**src/rtl/report_pkg.sv**
```systemverilog
package report_pkg;

    // report codes
    localparam logic [7:0] CODE_COMPLETE = 8'h60;
    localparam logic [7:0] CODE_REJECTED = 8'h64;
    localparam logic [7:0] CODE_INVALID = 8'h65;
    localparam logic [7:0] CODE_REG_PARITY = 8'h66;
    localparam logic [7:0] CODE_PAUSE = 8'h67;
    localparam logic [7:0] CODE_DIAG_GOOD = 8'h68;
    localparam logic [7:0] CODE_DIAG_BAD = 8'h69;
    localparam logic [7:0] CODE_DISCONNECT = 8'h70;
    localparam logic [7:0] CODE_XFER_DISC = 8'h31;
    localparam logic [7:0] CODE_NONE = 8'h00;

    localparam logic [7:0] MSG_LIMIT = 8'h21;
    localparam logic [7:0] MSG_STORED_MIN = 8'h02;

    // register map, byte addresses
    localparam logic [3:0] ADDR_CODE = 4'h0;
    localparam logic [3:0] ADDR_STATUS = 4'h4;
    localparam logic [3:0] ADDR_CONTROL = 4'h8;
    localparam logic [3:0] ADDR_COMMAND = 4'hC;
    localparam logic [31:0] RESET_CONTROL = 32'h0000_0000;

    localparam logic [1:0] RESP_OKAY = 2'h0;
    localparam logic [1:0] RESP_SLVERR = 2'h2;

    typedef enum logic [1:0] {
        ROLE_ANY,
        ROLE_INITIATOR,
        ROLE_TARGET
    } cmd_role_t;

    // decoded features of a command written by the host
    typedef struct packed {
        cmd_role_t role;
        logic starts_transfer;
        logic starts_select;
        logic needs_count;
        logic is_send_message;
        logic is_pause;
        logic is_diag;
        logic uses_cdb67;
        logic group34_or_xfer;
    } cmd_info_t;

    // status of the rest of the controller
    typedef struct packed {
        logic is_initiator;
        logic is_target;
        logic nexus;
        logic auto_response;
        logic busy;
        logic transferring;
        logic seq_in_memory;
        logic count_zero;
        logic cdb67_len_zero;
        logic [7:0] send_message_len;
    } ctl_state_t;

    typedef struct packed {
        logic cmd_done;
        logic diag_done;
        logic diag_fault;
        logic bus_free;
        logic msg_byte;
        logic [7:0] msg_len;
    } ctl_event_t;

endpackage : report_pkg

```
**src/rtl/command_decode.sv**
```systemverilog
`timescale 1ns/1ns
module command_decode
    import report_pkg::*;
(
    // opcode
    input wire logic [7:0] opcode,
    // decoded
    output cmd_info_t info
);
    // opcode classes: bits 7:6 role, 5:4 start, 3:0 kind
    always_comb begin
        info = '0;
        unique case (opcode[7:6])
            2'h1: info.role = ROLE_INITIATOR;
            2'h2: info.role = ROLE_TARGET;
            default: info.role = ROLE_ANY;
        endcase
        info.starts_transfer = (opcode[5:4] == 2'h1);
        info.starts_select = (opcode[5:4] == 2'h2);
        info.needs_count = (opcode[5:4] == 2'h3);
        info.is_send_message = (opcode[3:0] == 4'h1);
        info.is_pause = (opcode[3:0] == 4'h2);
        info.is_diag = (opcode[3:0] == 4'h3);
        info.uses_cdb67 = (opcode[3:0] == 4'h4);
        info.group34_or_xfer = (opcode[3:0] == 4'h5);
    end
endmodule : command_decode

```
**src/rtl/parity_check.sv**
```systemverilog
`timescale 1ns/1ns
module parity_check (
    // written byte with its odd parity bit
    input wire logic [7:0] data,
    input wire logic par,
    // result
    output logic error
);
    assign error = ~(^{data, par});
endmodule : parity_check

```
**src/rtl/command_report_code_gen.sv**
```systemverilog
// Chosen here: register access over AXI4-Lite and the address map.
`timescale 1ns/1ns
module command_report_code_gen
    import report_pkg::*;
(
    // clock and reset
    input wire logic aclk,
    input wire logic aresetn,
    // axi4-lite write address
    input wire logic [31:0] s_axi_awaddr,
    input wire logic s_axi_awvalid,
    output logic s_axi_awready,
    // axi4-lite write data
    input wire logic [31:0] s_axi_wdata,
    input wire logic [3:0] s_axi_wstrb,
    input wire logic s_axi_wvalid,
    output logic s_axi_wready,
    // axi4-lite write response
    output logic [1:0] s_axi_bresp,
    output logic s_axi_bvalid,
    input wire logic s_axi_bready,
    // axi4-lite read
    input wire logic [31:0] s_axi_araddr,
    input wire logic s_axi_arvalid,
    output logic s_axi_arready,
    output logic [31:0] s_axi_rdata,
    output logic [1:0] s_axi_rresp,
    output logic s_axi_rvalid,
    input wire logic s_axi_rready,
    // controller state and events
    input ctl_state_t state,
    input ctl_event_t event_in,
    // command handed to the sequencer
    output logic cmd_start,
    output logic [7:0] cmd_opcode,
    // report
    output logic irq,
    output logic [7:0] report_code
);
    logic aw_held;
    logic w_held;
    logic [3:0] aw_addr;
    logic [31:0] w_data;
    logic [3:0] w_strb;
    logic [31:0] control;
    logic cmd_valid;
    logic [7:0] cmd_byte;
    logic cmd_parity_err;
    logic [7:0] next_code;
    logic pending;
    logic msg_paused;
    logic [1:0] msg_seen;
    logic pause_wait;
    cmd_info_t info;
    logic write_fire;
    logic read_fire;
    logic read_clear;

    assign write_fire = aw_held && w_held && !s_axi_bvalid;

    command_decode u_decode (
        .opcode(cmd_byte),
        .info(info)
    );

    // byte-lane-0 parity bit in wdata[8]
    parity_check u_parity (
        .data(w_data[7:0]),
        .par(w_data[8]),
        .error(cmd_parity_err)
    );

    // write address and data accepted independently
    always_ff @(posedge aclk) begin
        if (!aresetn) begin
            aw_held <= 1'b0;
            aw_addr <= 4'h0;
        end else if (s_axi_awvalid && s_axi_awready) begin
            aw_held <= 1'b1;
            aw_addr <= s_axi_awaddr[3:0];
        end else if (write_fire) begin
            aw_held <= 1'b0;
        end
    end

    always_ff @(posedge aclk) begin
        if (!aresetn) begin
            w_held <= 1'b0;
            w_data <= 32'h0000_0000;
            w_strb <= 4'h0;
        end else if (s_axi_wvalid && s_axi_wready) begin
            w_held <= 1'b1;
            w_data <= s_axi_wdata;
            w_strb <= s_axi_wstrb;
        end else if (write_fire) begin
            w_held <= 1'b0;
        end
    end

    always_ff @(posedge aclk) begin
        if (!aresetn) begin
            s_axi_awready <= 1'b0;
            s_axi_wready <= 1'b0;
        end else begin
            s_axi_awready <= !aw_held && !(s_axi_awvalid && s_axi_awready);
            s_axi_wready <= !w_held && !(s_axi_wvalid && s_axi_wready);
        end
    end

    always_ff @(posedge aclk) begin
        if (!aresetn) begin
            s_axi_bvalid <= 1'b0;
            s_axi_bresp <= RESP_OKAY;
        end else if (write_fire) begin
            s_axi_bvalid <= 1'b1;
            s_axi_bresp <= (aw_addr == ADDR_CONTROL || aw_addr == ADDR_COMMAND)
                ? RESP_OKAY : RESP_SLVERR;
        end else if (s_axi_bready) begin
            s_axi_bvalid <= 1'b0;
        end
    end

    // control: bit 0 enables parity checking of host writes to the control and command registers
    always_ff @(posedge aclk) begin
        if (!aresetn) begin
            control <= RESET_CONTROL;
        end else if (write_fire && aw_addr == ADDR_CONTROL && w_strb[0]) begin
            control <= {24'h00_0000, w_data[7:0]};
        end
    end

    // command register: one cycle later the checks run on the latched byte
    always_ff @(posedge aclk) begin
        if (!aresetn) begin
            cmd_valid <= 1'b0;
            cmd_byte <= 8'h00;
        end else if (write_fire && aw_addr == ADDR_COMMAND && w_strb[0]) begin
            cmd_valid <= 1'b1;
            cmd_byte <= w_data[7:0];
        end else begin
            cmd_valid <= 1'b0;
        end
    end

    logic parity_hit;
    always_ff @(posedge aclk) begin
        if (!aresetn) begin
            parity_hit <= 1'b0;
        end else begin
            parity_hit <= write_fire && w_strb[0] && control[0] && cmd_parity_err
                && (aw_addr == ADDR_COMMAND || aw_addr == ADDR_CONTROL);
        end
    end

    // priority: parity, reject, invalid, then the command's own effect
    logic accept;
    always_comb begin
        next_code = CODE_NONE;
        accept = 1'b0;
        if (parity_hit) begin
            next_code = CODE_REG_PARITY;
        end else if (cmd_valid) begin
            if (state.auto_response) begin
                next_code = CODE_REJECTED;
            end else if (state.busy) begin
                next_code = CODE_REJECTED;
            end else if (info.is_send_message && state.send_message_len >= MSG_LIMIT) begin
                next_code = CODE_REJECTED;
            end else if ((info.role == ROLE_TARGET && state.is_initiator)
                || (info.role == ROLE_INITIATOR && state.is_target)) begin
                next_code = CODE_INVALID;
            end else if (state.seq_in_memory) begin
                next_code = CODE_INVALID;
            end else if (info.needs_count && state.count_zero) begin
                next_code = CODE_INVALID;
            end else if (info.uses_cdb67 && state.cdb67_len_zero) begin
                next_code = CODE_INVALID;
            end else if (info.group34_or_xfer) begin
                next_code = CODE_INVALID;
            end else if (info.starts_transfer && !state.nexus) begin
                next_code = CODE_INVALID;
            end else if (info.starts_select && state.nexus) begin
                next_code = CODE_INVALID;
            end else begin
                accept = 1'b1;
            end
        end else if (event_in.diag_done) begin
            next_code = event_in.diag_fault ? CODE_DIAG_BAD : CODE_DIAG_GOOD;
        end else if (event_in.cmd_done) begin
            next_code = pause_wait ? CODE_PAUSE : CODE_COMPLETE;
        end else if (event_in.bus_free && state.transferring) begin
            next_code = CODE_XFER_DISC;
        end else if (event_in.bus_free && state.is_initiator) begin
            next_code = CODE_DISCONNECT;
        end else if (event_in.msg_byte && !msg_paused && event_in.msg_len >= MSG_LIMIT
            && ({6'h00, msg_seen} + 8'h01) >= MSG_STORED_MIN) begin
            next_code = CODE_PAUSE;
        end
    end

    // pause command remembered until its completion event
    always_ff @(posedge aclk) begin
        if (!aresetn) begin
            pause_wait <= 1'b0;
        end else if (accept) begin
            pause_wait <= info.is_pause;
        end else if (event_in.cmd_done && !cmd_valid && !parity_hit) begin
            pause_wait <= 1'b0;
        end
    end

    // one pause per long message; msg_len is the length the message declares
    always_ff @(posedge aclk) begin
        if (!aresetn) begin
            msg_paused <= 1'b0;
        end else if (next_code == CODE_PAUSE && !event_in.cmd_done) begin
            msg_paused <= 1'b1;
        end else if (!event_in.msg_byte && event_in.msg_len == 8'h00) begin
            msg_paused <= 1'b0;
        end
    end

    // bytes stored of the current message; the length byte is the second
    always_ff @(posedge aclk) begin
        if (!aresetn) begin
            msg_seen <= 2'h0;
        end else if (!event_in.msg_byte && event_in.msg_len == 8'h00) begin
            msg_seen <= 2'h0;
        end else if (event_in.msg_byte && msg_seen != 2'h3) begin
            msg_seen <= msg_seen + 2'h1;
        end
    end

    always_ff @(posedge aclk) begin
        if (!aresetn) begin
            cmd_start <= 1'b0;
            cmd_opcode <= 8'h00;
        end else begin
            cmd_start <= accept;
            cmd_opcode <= accept ? cmd_byte : cmd_opcode;
        end
    end

    // reading the code register clears pending and irq but keeps the code; a new code in that cycle wins
    assign read_fire = s_axi_arvalid && s_axi_arready;
    assign read_clear = read_fire && s_axi_araddr[3:0] == ADDR_CODE;

    always_ff @(posedge aclk) begin
        if (!aresetn) begin
            report_code <= CODE_NONE;
            pending <= 1'b0;
            irq <= 1'b0;
        end else if (next_code != CODE_NONE) begin
            report_code <= next_code;
            pending <= 1'b1;
            irq <= 1'b1;
        end else if (read_clear) begin
            pending <= 1'b0;
            irq <= 1'b0;
        end
    end

    always_ff @(posedge aclk) begin
        if (!aresetn) begin
            s_axi_arready <= 1'b0;
            s_axi_rvalid <= 1'b0;
            s_axi_rdata <= 32'h0000_0000;
            s_axi_rresp <= RESP_OKAY;
        end else if (read_fire) begin
            s_axi_arready <= 1'b0;
            s_axi_rvalid <= 1'b1;
            s_axi_rresp <= RESP_OKAY;
            unique case (s_axi_araddr[3:0])
                ADDR_CODE: s_axi_rdata <= {24'h00_0000, report_code};
                ADDR_STATUS: s_axi_rdata <= {29'h0000_0000, pause_wait, state.busy, pending};
                ADDR_CONTROL: s_axi_rdata <= control;
                ADDR_COMMAND: s_axi_rdata <= {24'h00_0000, cmd_opcode};
                default: begin
                    s_axi_rdata <= 32'h0000_0000;
                    s_axi_rresp <= RESP_SLVERR;
                end
            endcase
        end else if (s_axi_rvalid) begin
            if (s_axi_rready) begin
                s_axi_rvalid <= 1'b0;
                s_axi_arready <= 1'b1;
            end
        end else begin
            s_axi_arready <= 1'b1;
        end
    end
endmodule : command_report_code_gen

```
**config.mk**
```make
export PLATFORM = sky130hd
export DESIGN_NAME = command_report_code_gen
export DESIGN_NICKNAME = d
export VERILOG_FILES = /design/src/rtl/report_pkg.sv /design/src/rtl/command_decode.sv /design/src/rtl/parity_check.sv /design/src/rtl/command_report_code_gen.sv
export SDC_FILE = /design/constraint.sdc
export NUM_CORES = 1
export LEC_CHECK = 0
export BUFFER_PORTS_ARGS = -buffer_cell sky130_fd_sc_hd__buf_2
export CAP_MARGIN = 20
export CORE_MARGIN = 5
export CORE_UTILIZATION = 30
export CTS_CLUSTER_DIAMETER = 120
export CTS_CLUSTER_SIZE = 10
export DETAILED_ROUTE_END_ITERATION = 12
export HOLD_SLACK_MARGIN = 0.03
export PLACE_DENSITY_LB_ADDON = 0.2
export REMOVE_ABC_BUFFERS = 1
export SYNTH_ARGS = -nofsm -noshare
export SYNTH_HDL_FRONTEND = slang
export SYNTH_SLANG_ARGS = --single-unit
```
**constraint.sdc**
```tcl
create_clock -name aclk -period 3.9 [get_ports aclk]
set_input_delay 0.39 -clock aclk [delete_from_list [all_inputs] [get_ports aclk]]
set_output_delay 0.39 -clock aclk [all_outputs]
set_load 0.1 [all_outputs]
```
-- Word-level counts from Yosys, hierarchy flattened
Index checks and enable logic that the tools add are counted.
- word-level logic and storage cells: 161
- RAM bits: 0
- memories kept: 0
- flip-flop bits (word level): 97
- input bits: 137
- bits in latches: 0
- bits in read-only memories: 0
- equal/unequal tests: 19
- mux-type cells: 52
- add/subtract/negate cells: 2
- reductions and logical operators: 59
- multiply operators: 0
- bitwise gates (word level): 2
- magnitude comparators: 3
- divide/modulo/power cells: 0
- shifts and indexed selects: 0
- operator list (cell ; number):
    $mux W7 ; 15
    $logic_and A1 B1 Y1 ; 33
    $pmux W8 S4 ; 1
    $mux W1 ; 30
    $eq A4 B4 Y1 const B ; 4
    $ge A8 B6 Y1 const B ; 2
    $mux W8 ; 2
    $eq A4 B3 Y1 const B ; 3
    $reduce_bool A2 Y1 ; 6
    $logic_not A1 Y1 ; 11
    $reduce_xor A9 Y1 ; 1
    $eq A2 B2 Y1 const B ; 4
    $eq A8 B7 Y1 const B ; 1
    $logic_not A8 Y1 ; 1
    $reduce_bool A8 Y1 ; 1
    $eq A2 B1 Y1 const B ; 3
    $eq A4 B1 Y1 const B ; 1
    $eq A4 B2 Y1 const B ; 1
    $logic_not A4 Y1 ; 1
    $mux W2 ; 2
    $pmux W2 S2 ; 1
    $reduce_or A2 Y1 ; 2
    $reduce_or A4 Y1 ; 1
    $add A2 B1 Y3 const B ; 1
    other kinds (7) ; 9

-- Depth between registers and ports, before layout
- depth after elaboration: 17
- gate-level depth with buffers: 8
- gate-level depth less buffers: 8

-- Hierarchy
A second synthesis with hierarchy kept.
- cells, all modules: 363
- area total of the unflattened synthesis: 3276.9 µm²
- by module, submodules not included (module ; cells each ; area an instance (µm²) ; times used):
    command_report_code_gen ; 346 ; 3119.2 ; 1
    command_decode ; 10 ; 82.6 ; 1
    parity_check ; 7 ; 75.1 ; 1

-- Worst setup path before layout
No wires, ideal clock.
- path kind: reg2reg
- start: reg s_axi_bvalid
- end: reg control[3]
- arrival time: 2130 ps
- stages on the path, launching flop included: 7
- data required time: 3829 ps
- path slack: 1700 ps
- period minus slack after synthesis: 2200 ps
- buffers on the path: 0
- cell sequence: dfxtp_1 -> nand3b_1 -> nor4b_1 -> nand2_1 -> nor2_1 -> nand2_1 -> a21oi_1
- cells in the longest elaborated chain, start to end: 4
- RTL lines (item ; RTL line ; RTL):
    start: declaration ; command_report_code_gen.sv:20 ; output logic s_axi_bvalid,
    start signal: assignment ; command_report_code_gen.sv:112 ; s_axi_bvalid <= 1'b0;
    start signal: assignment ; command_report_code_gen.sv:115 ; s_axi_bvalid <= 1'b1;
    start signal: assignment ; command_report_code_gen.sv:119 ; s_axi_bvalid <= 1'b0;
    $logic_not A1 Y1 ; command_report_code_gen.sv:59 ; assign write_fire = aw_held && w_held && !s_axi_bvalid;
    $logic_and A1 B1 Y1 ; command_report_code_gen.sv:59 ;
    $logic_and A1 B1 Y1 (2 in series) ; command_report_code_gen.sv:127 ; end else if (write_fire && aw_addr == ADDR_CONTROL && w_strb[0]) begin
    end signal: assignment ; command_report_code_gen.sv:128 ; control <= {24'h00_0000, w_data[7:0]};
    end: declaration ; command_report_code_gen.sv:45 ; logic [31:0] control;
Every way passes these cells.
A chain may end at the register's enable or synchronous reset.

-- Worst setup path after layout
- start: in state[4] (netlist bit)
- end: reg report_code[4]
- cells in the longest elaborated chain, start to end: 8
- RTL lines (item ; RTL line ; RTL):
    start: declaration ; command_report_code_gen.sv:31 ; input ctl_state_t state,
    $ge A8 B6 Y1 * ; command_report_code_gen.sv:167 ; end else if (info.is_send_message && state.send_message_len >= MSG_LIMIT) begin
    $logic_and A1 B1 Y1 * ; command_report_code_gen.sv:167 ;
    $mux W7 * ; command_report_code_gen.sv:167 ;
    $mux W7 * ; command_report_code_gen.sv:165 ; end else if (state.busy) begin
    $mux W7 * ; command_report_code_gen.sv:163 ; if (state.auto_response) begin
    $mux W8 * ; command_report_code_gen.sv:162 ; end else if (cmd_valid) begin
    $mux W8 * ; command_report_code_gen.sv:160 ; if (parity_hit) begin
    $reduce_bool A8 Y1 ; command_report_code_gen.sv:253 ; end else if (next_code != CODE_NONE) begin
    end signal: assignment ; command_report_code_gen.sv:254 ; report_code <= next_code;
    end: declaration ; command_report_code_gen.sv:38 ; output logic [7:0] report_code
Every way passes the cells marked *; elsewhere a longest branch is shown, timed or not.

==> out/qor.json <==
{
  "setup.worst_path.end_class": {"value": "flop"},
  "min_period": {"value": 2280, "unit": "ps"},
  "timing_worst_slew_pin_value": {"value": 651, "unit": "ps"},
  "timing_max_transition_violations_final": {"value": 0},
  "asyncSetResetFlopFracSynth": {"value": 0},
  "core_area": {"value": 10400, "unit": "µm²"},
  "holdCritPathClass": {"value": "in -> reg"},
  "numPortBuffers": {"value": 86},
  "die_area": {"value": 12800, "unit": "µm²"},
  "cts-buffers-inserted": {"value": 9},
  "slowest_cell_delay_on_critical_path": {"value": 640, "unit": "ps"},
  "run_status": {"value": "finished, final reports clean"},
  "syn-instance-count": {"value": 362},
  "layout_commonest_cell": {"value": "sky130_fd_sc_hd__buf_2"},
  "critical_path.slowest_cell": {"value": "sky130_fd_sc_hd__and3_1"},
  "critical_path_cell_count": {"value": 7},
  "detail_route.vias_per_cell": {"value": 4.60},
  "overall_routing_resource_usage": {"value": 0.125},
  "timing.reg2reg.setup_slack": {"value": 1650, "unit": "ps"},
  "area_delta_synth_final": {"value": 20.0, "unit": "%"},
  "timing_hold_violations_final": {"value": 0},
  "setup_violations": {"value": 0},
  "rsz_0062_raised_after_global_routing": {"value": "no"},
  "setup_fix_bufs_post_cts": {"value": 0},
  "power.leakage": {"value": 1.65, "unit": "nW"},
  "synth_area_per_cell": {"value": 8.82, "unit": "µm²"},
  "die_w": {"value": 113, "unit": "µm"},
  "antenna_found_initial": {"value": 0},
  "worst_setup_path_startpoint": {"value": "state[4]"},
  "post_cts.resized_instances": {"value": 0},
  "timing.reg2reg.worst_path_depth": {"value": 6},
  "maxCapViolCount": {"value": 0},
  "start_util": {"value": 0.308},
  "grt_overflow_total": {"value": 0},
  "cts.root.buffer_cell": {"value": "sky130_fd_sc_hd__clkbuf_8"},
  "total_number_of_vias": {"value": 2701},
  "final_cell_mix": {"value": "sky130_fd_sc_hd__buf_2 (86), sky130_fd_sc_hd__dfxtp_1 (70), sky130_fd_sc_hd__nand2_1 (59)"},
  "setup-tns-final": {"value": 0, "unit": "ps"},
  "layout-drive-gt1-share": {"value": 0.259},
  "detail_route.drc_violations": {"value": 0},
  "timing.critical_path.buf_inv": {"value": 1},
  "max-vdd-ir-drop": {"value": 0.180, "unit": "mV"},
  "cts_hold_buffers": {"value": 0},
  "clock_sinks": {"value": 70},
  "grt_pass1_wl": {"value": 13.0, "unit": "mm"},
  "timing.rr.end": {"value": "report_code[4]$_SDFFE_PN0P_"},
  "crit_path_max_delay_family": {"value": "simple AND/OR/NAND/NOR gates"},
  "route.antenna.remaining_nets": {"value": 0},
  "postLayoutCoreUtil": {"value": 0.369},
  "placed_cell_areas": {"value": 3620, "unit": "µm²"},
  "max_freq": {"value": 439, "unit": "MHz"},
  "top_level_ports": {"value": 196},
  "startpoint_type": {"value": "input pin"},
  "area_of_all_placed_cells_without_fillers": {"value": 3830, "unit": "µm²"},
  "netlist_area": {"value": 3190, "unit": "µm²"},
  "hpwl": {"value": 6.32, "unit": "mm"},
  "first_global_vias": {"value": 2681},
  "detail_route.wl_per_cell": {"value": 13.8, "unit": "µm"},
  "gp_congestion": {"value": 0.854},
  "clk-insertion-delay-late": {"value": 340, "unit": "ps"},
  "critical_path.endpoint": {"value": "report_code[4]$_SDFFE_PN0P_"},
  "fp-row-count": {"value": 37},
  "cts_tree": {"value": "built"},
  "hold_depth": {"value": 3},
  "synth_flop_cell": {"value": "sky130_fd_sc_hd__dfxtp_1"},
  "timing.slew.headroom": {"value": 0.563},
  "grt_start_max_net_pins": {"value": 54},
  "yosysWarningCount": {"value": 0},
  "synth_enable_flop_cells": {"value": 0},
  "timing_worst_setup_path_type": {"value": "in -> reg"},
  "cp_data_arrival_time": {"value": 2510, "unit": "ps"},
  "drt-pass1-iter-count": {"value": 4},
  "ys_seq_area_frac": {"value": 0.439},
  "fin_worst_skew": {"value": 6.60, "unit": "ps"},
  "h-tree-depth": {"value": 3},
  "worst-path-max-fanout": {"value": 13},
  "final.period_utilization": {"value": 0.584},
  "cp.required": {"value": 4130, "unit": "ps"},
  "clock_transition_time_at_the_flip_flop_clock_pins_of_the_worst_setup_and_hold_paths": {"value": 80, "unit": "ps"},
  "worstPathCellList": {"value": "buf_2 > or3_1 > o31a_1 > o31ai_2 > and3_1 > nor2_1 > o221a_2"},
  "power_density": {"value": 435, "unit": "nW/µm²"},
  "n_antenna_cell": {"value": 0},
  "clk_path_buf_depth": {"value": 2},
  "wirelength": {"value": 8.08, "unit": "mm"},
  "die-height": {"value": 113, "unit": "µm"},
  "drt_iter0_markers": {"value": 121},
  "yosys_register_bits": {"value": 70},
  "nNetsFinal": {"value": 585},
  "yosys.cell_types.count": {"value": 45},
  "rr_startpoint": {"value": "cmd_byte[6]$_SDFFE_PN0P_"}
}
## synthesized netlist by cell type (2+ instances only)
master | number | area [µm²]
sky130_fd_sc_hd__clkbuf_1 | 11 | 41.3
sky130_fd_sc_hd__nand3_1 | 6 | 30.0
sky130_fd_sc_hd__a32o_1 | 4 | 40.0
sky130_fd_sc_hd__a22oi_1 | 4 | 30.0
sky130_fd_sc_hd__mux2_2 | 6 | 67.6
sky130_fd_sc_hd__nand3b_1 | 3 | 22.5
sky130_fd_sc_hd__and2_1 | 4 | 25.0
sky130_fd_sc_hd__buf_4 | 27 | 203
sky130_fd_sc_hd__mux4_2 | 3 | 67.6
sky130_fd_sc_hd__a21oi_1 | 32 | 160
sky130_fd_sc_hd__nor4b_1 | 5 | 43.8
sky130_fd_sc_hd__o21a_1 | 4 | 30.0
sky130_fd_sc_hd__a31o_2 | 2 | 17.5
sky130_fd_sc_hd__xor2_1 | 2 | 17.5
sky130_fd_sc_hd__inv_1 | 6 | 22.5
sky130_fd_sc_hd__nand2_1 | 59 | 221
sky130_fd_sc_hd__o21ai_0 | 18 | 90.1
sky130_fd_sc_hd__xnor2_1 | 7 | 61.3
sky130_fd_sc_hd__ha_1 | 2 | 25.0
sky130_fd_sc_hd__a31oi_1 | 4 | 25.0
sky130_fd_sc_hd__dfxtp_1 | 70 | 1400
sky130_fd_sc_hd__o31ai_1 | 2 | 15.0
sky130_fd_sc_hd__nor2_1 | 30 | 113
sky130_fd_sc_hd__nand2b_1 | 3 | 18.8
sky130_fd_sc_hd__nor2b_1 | 2 | 12.5
sky130_fd_sc_hd__mux2i_1 | 17 | 170
sky130_fd_sc_hd__nor3_1 | 8 | 40.0
sky130_fd_sc_hd__and3_1 | 3 | 18.8
sky130_fd_sc_hd__nor4_1 | 2 | 12.5
## tightest hold or removal path, cell delays in order
cell	delay, ps
sky130_fd_sc_hd__buf_2	100
sky130_fd_sc_hd__nand2_1	40
sky130_fd_sc_hd__a21oi_1	50
## cells by family (layout without fill, tap and decap cells)
| family | Yosys count | in the layout | synth area share |
|---|---|---|---|
| and+or+nand+nor | 128 | 128 | 0.181 |
| xor gates and xnor gates | 9 | 9 | 0.0247 |
| buffers and inverters | 47 | 110 | 0.0945 |
| AOI/OAI and AO/OA | 79 | 79 | 0.156 |
| adders and majority gates | 2 | 2 | 0.00784 |
| other | 1 | 27 | 0.00117 |
| DFF | 70 | 70 | 0.439 |
| muxes | 26 | 26 | 0.0956 |
## per-layer routing
layer,track usage,share of wire
met1,0.153,0.46
met2,0.205,0.46
met3,0.0422,0.064
met4,0.0449,0.020
met5,0,0
## cell type report
cell class              count  area, µm²
fillers                  1124       6540
multi-input cells         271       1590
flip-flops and latches     70       1400
repair buffers             87        438
well taps                 136        170
clock buffers              10        138
clock inverters             6       70.1
inverters                   7       26.3
## state kept, by name, indices dropped and copies added (netlist names), 2 cells and up
name,flops
report_code,7
aw_addr,4
cmd_byte,8
control,8
msg_seen,2
cmd_opcode,8
s_axi_rdata,8
w_data,9
## worst min-delay path by stage
stage                               from                        to
floorplan           aw_held$_SDFFE_PN0P_  s_axi_awready$_SDFF_PN0_
global placement    aw_held$_SDFFE_PN0P_  s_axi_awready$_SDFF_PN0_
detailed placement  aw_held$_SDFFE_PN0P_  s_axi_awready$_SDFF_PN0_
CTS                       s_axi_wdata[7]    w_data[7]$_SDFFE_PN0P_
global route             s_axi_awaddr[3]   aw_addr[3]$_SDFFE_PN0P_
finish                    s_axi_wdata[7]    w_data[7]$_SDFFE_PN0P_
## metrics by stage
stage / power (mW) / cells / hold slack [ps] / worst slack [ps]
6_report: 1.66 / 587 / 280 / 1620
5_1_grt: 1.73 / 587 / 275 / 1350
4_1_cts: 1.68 / 587 / 263 / 1610
3_5_place_dp: 1.08 / 571 / 444 / 1240
3_3_place_gp: 1.08 / 571 / 440 / 1270
2_1_floorplan: 1.01 / 348 / 415 / 1670
## power by group
group,switching (mW),leakage (nW),total (mW),internal [mW]
clock,0.283,0.0951,0.599,0.316
sequential,0.0183,0.569,0.753,0.734
combinational,0.249,0.987,0.313,0.0636
total,0.551,1.65,1.66,1.11
(Power assumes the default switching activity.)
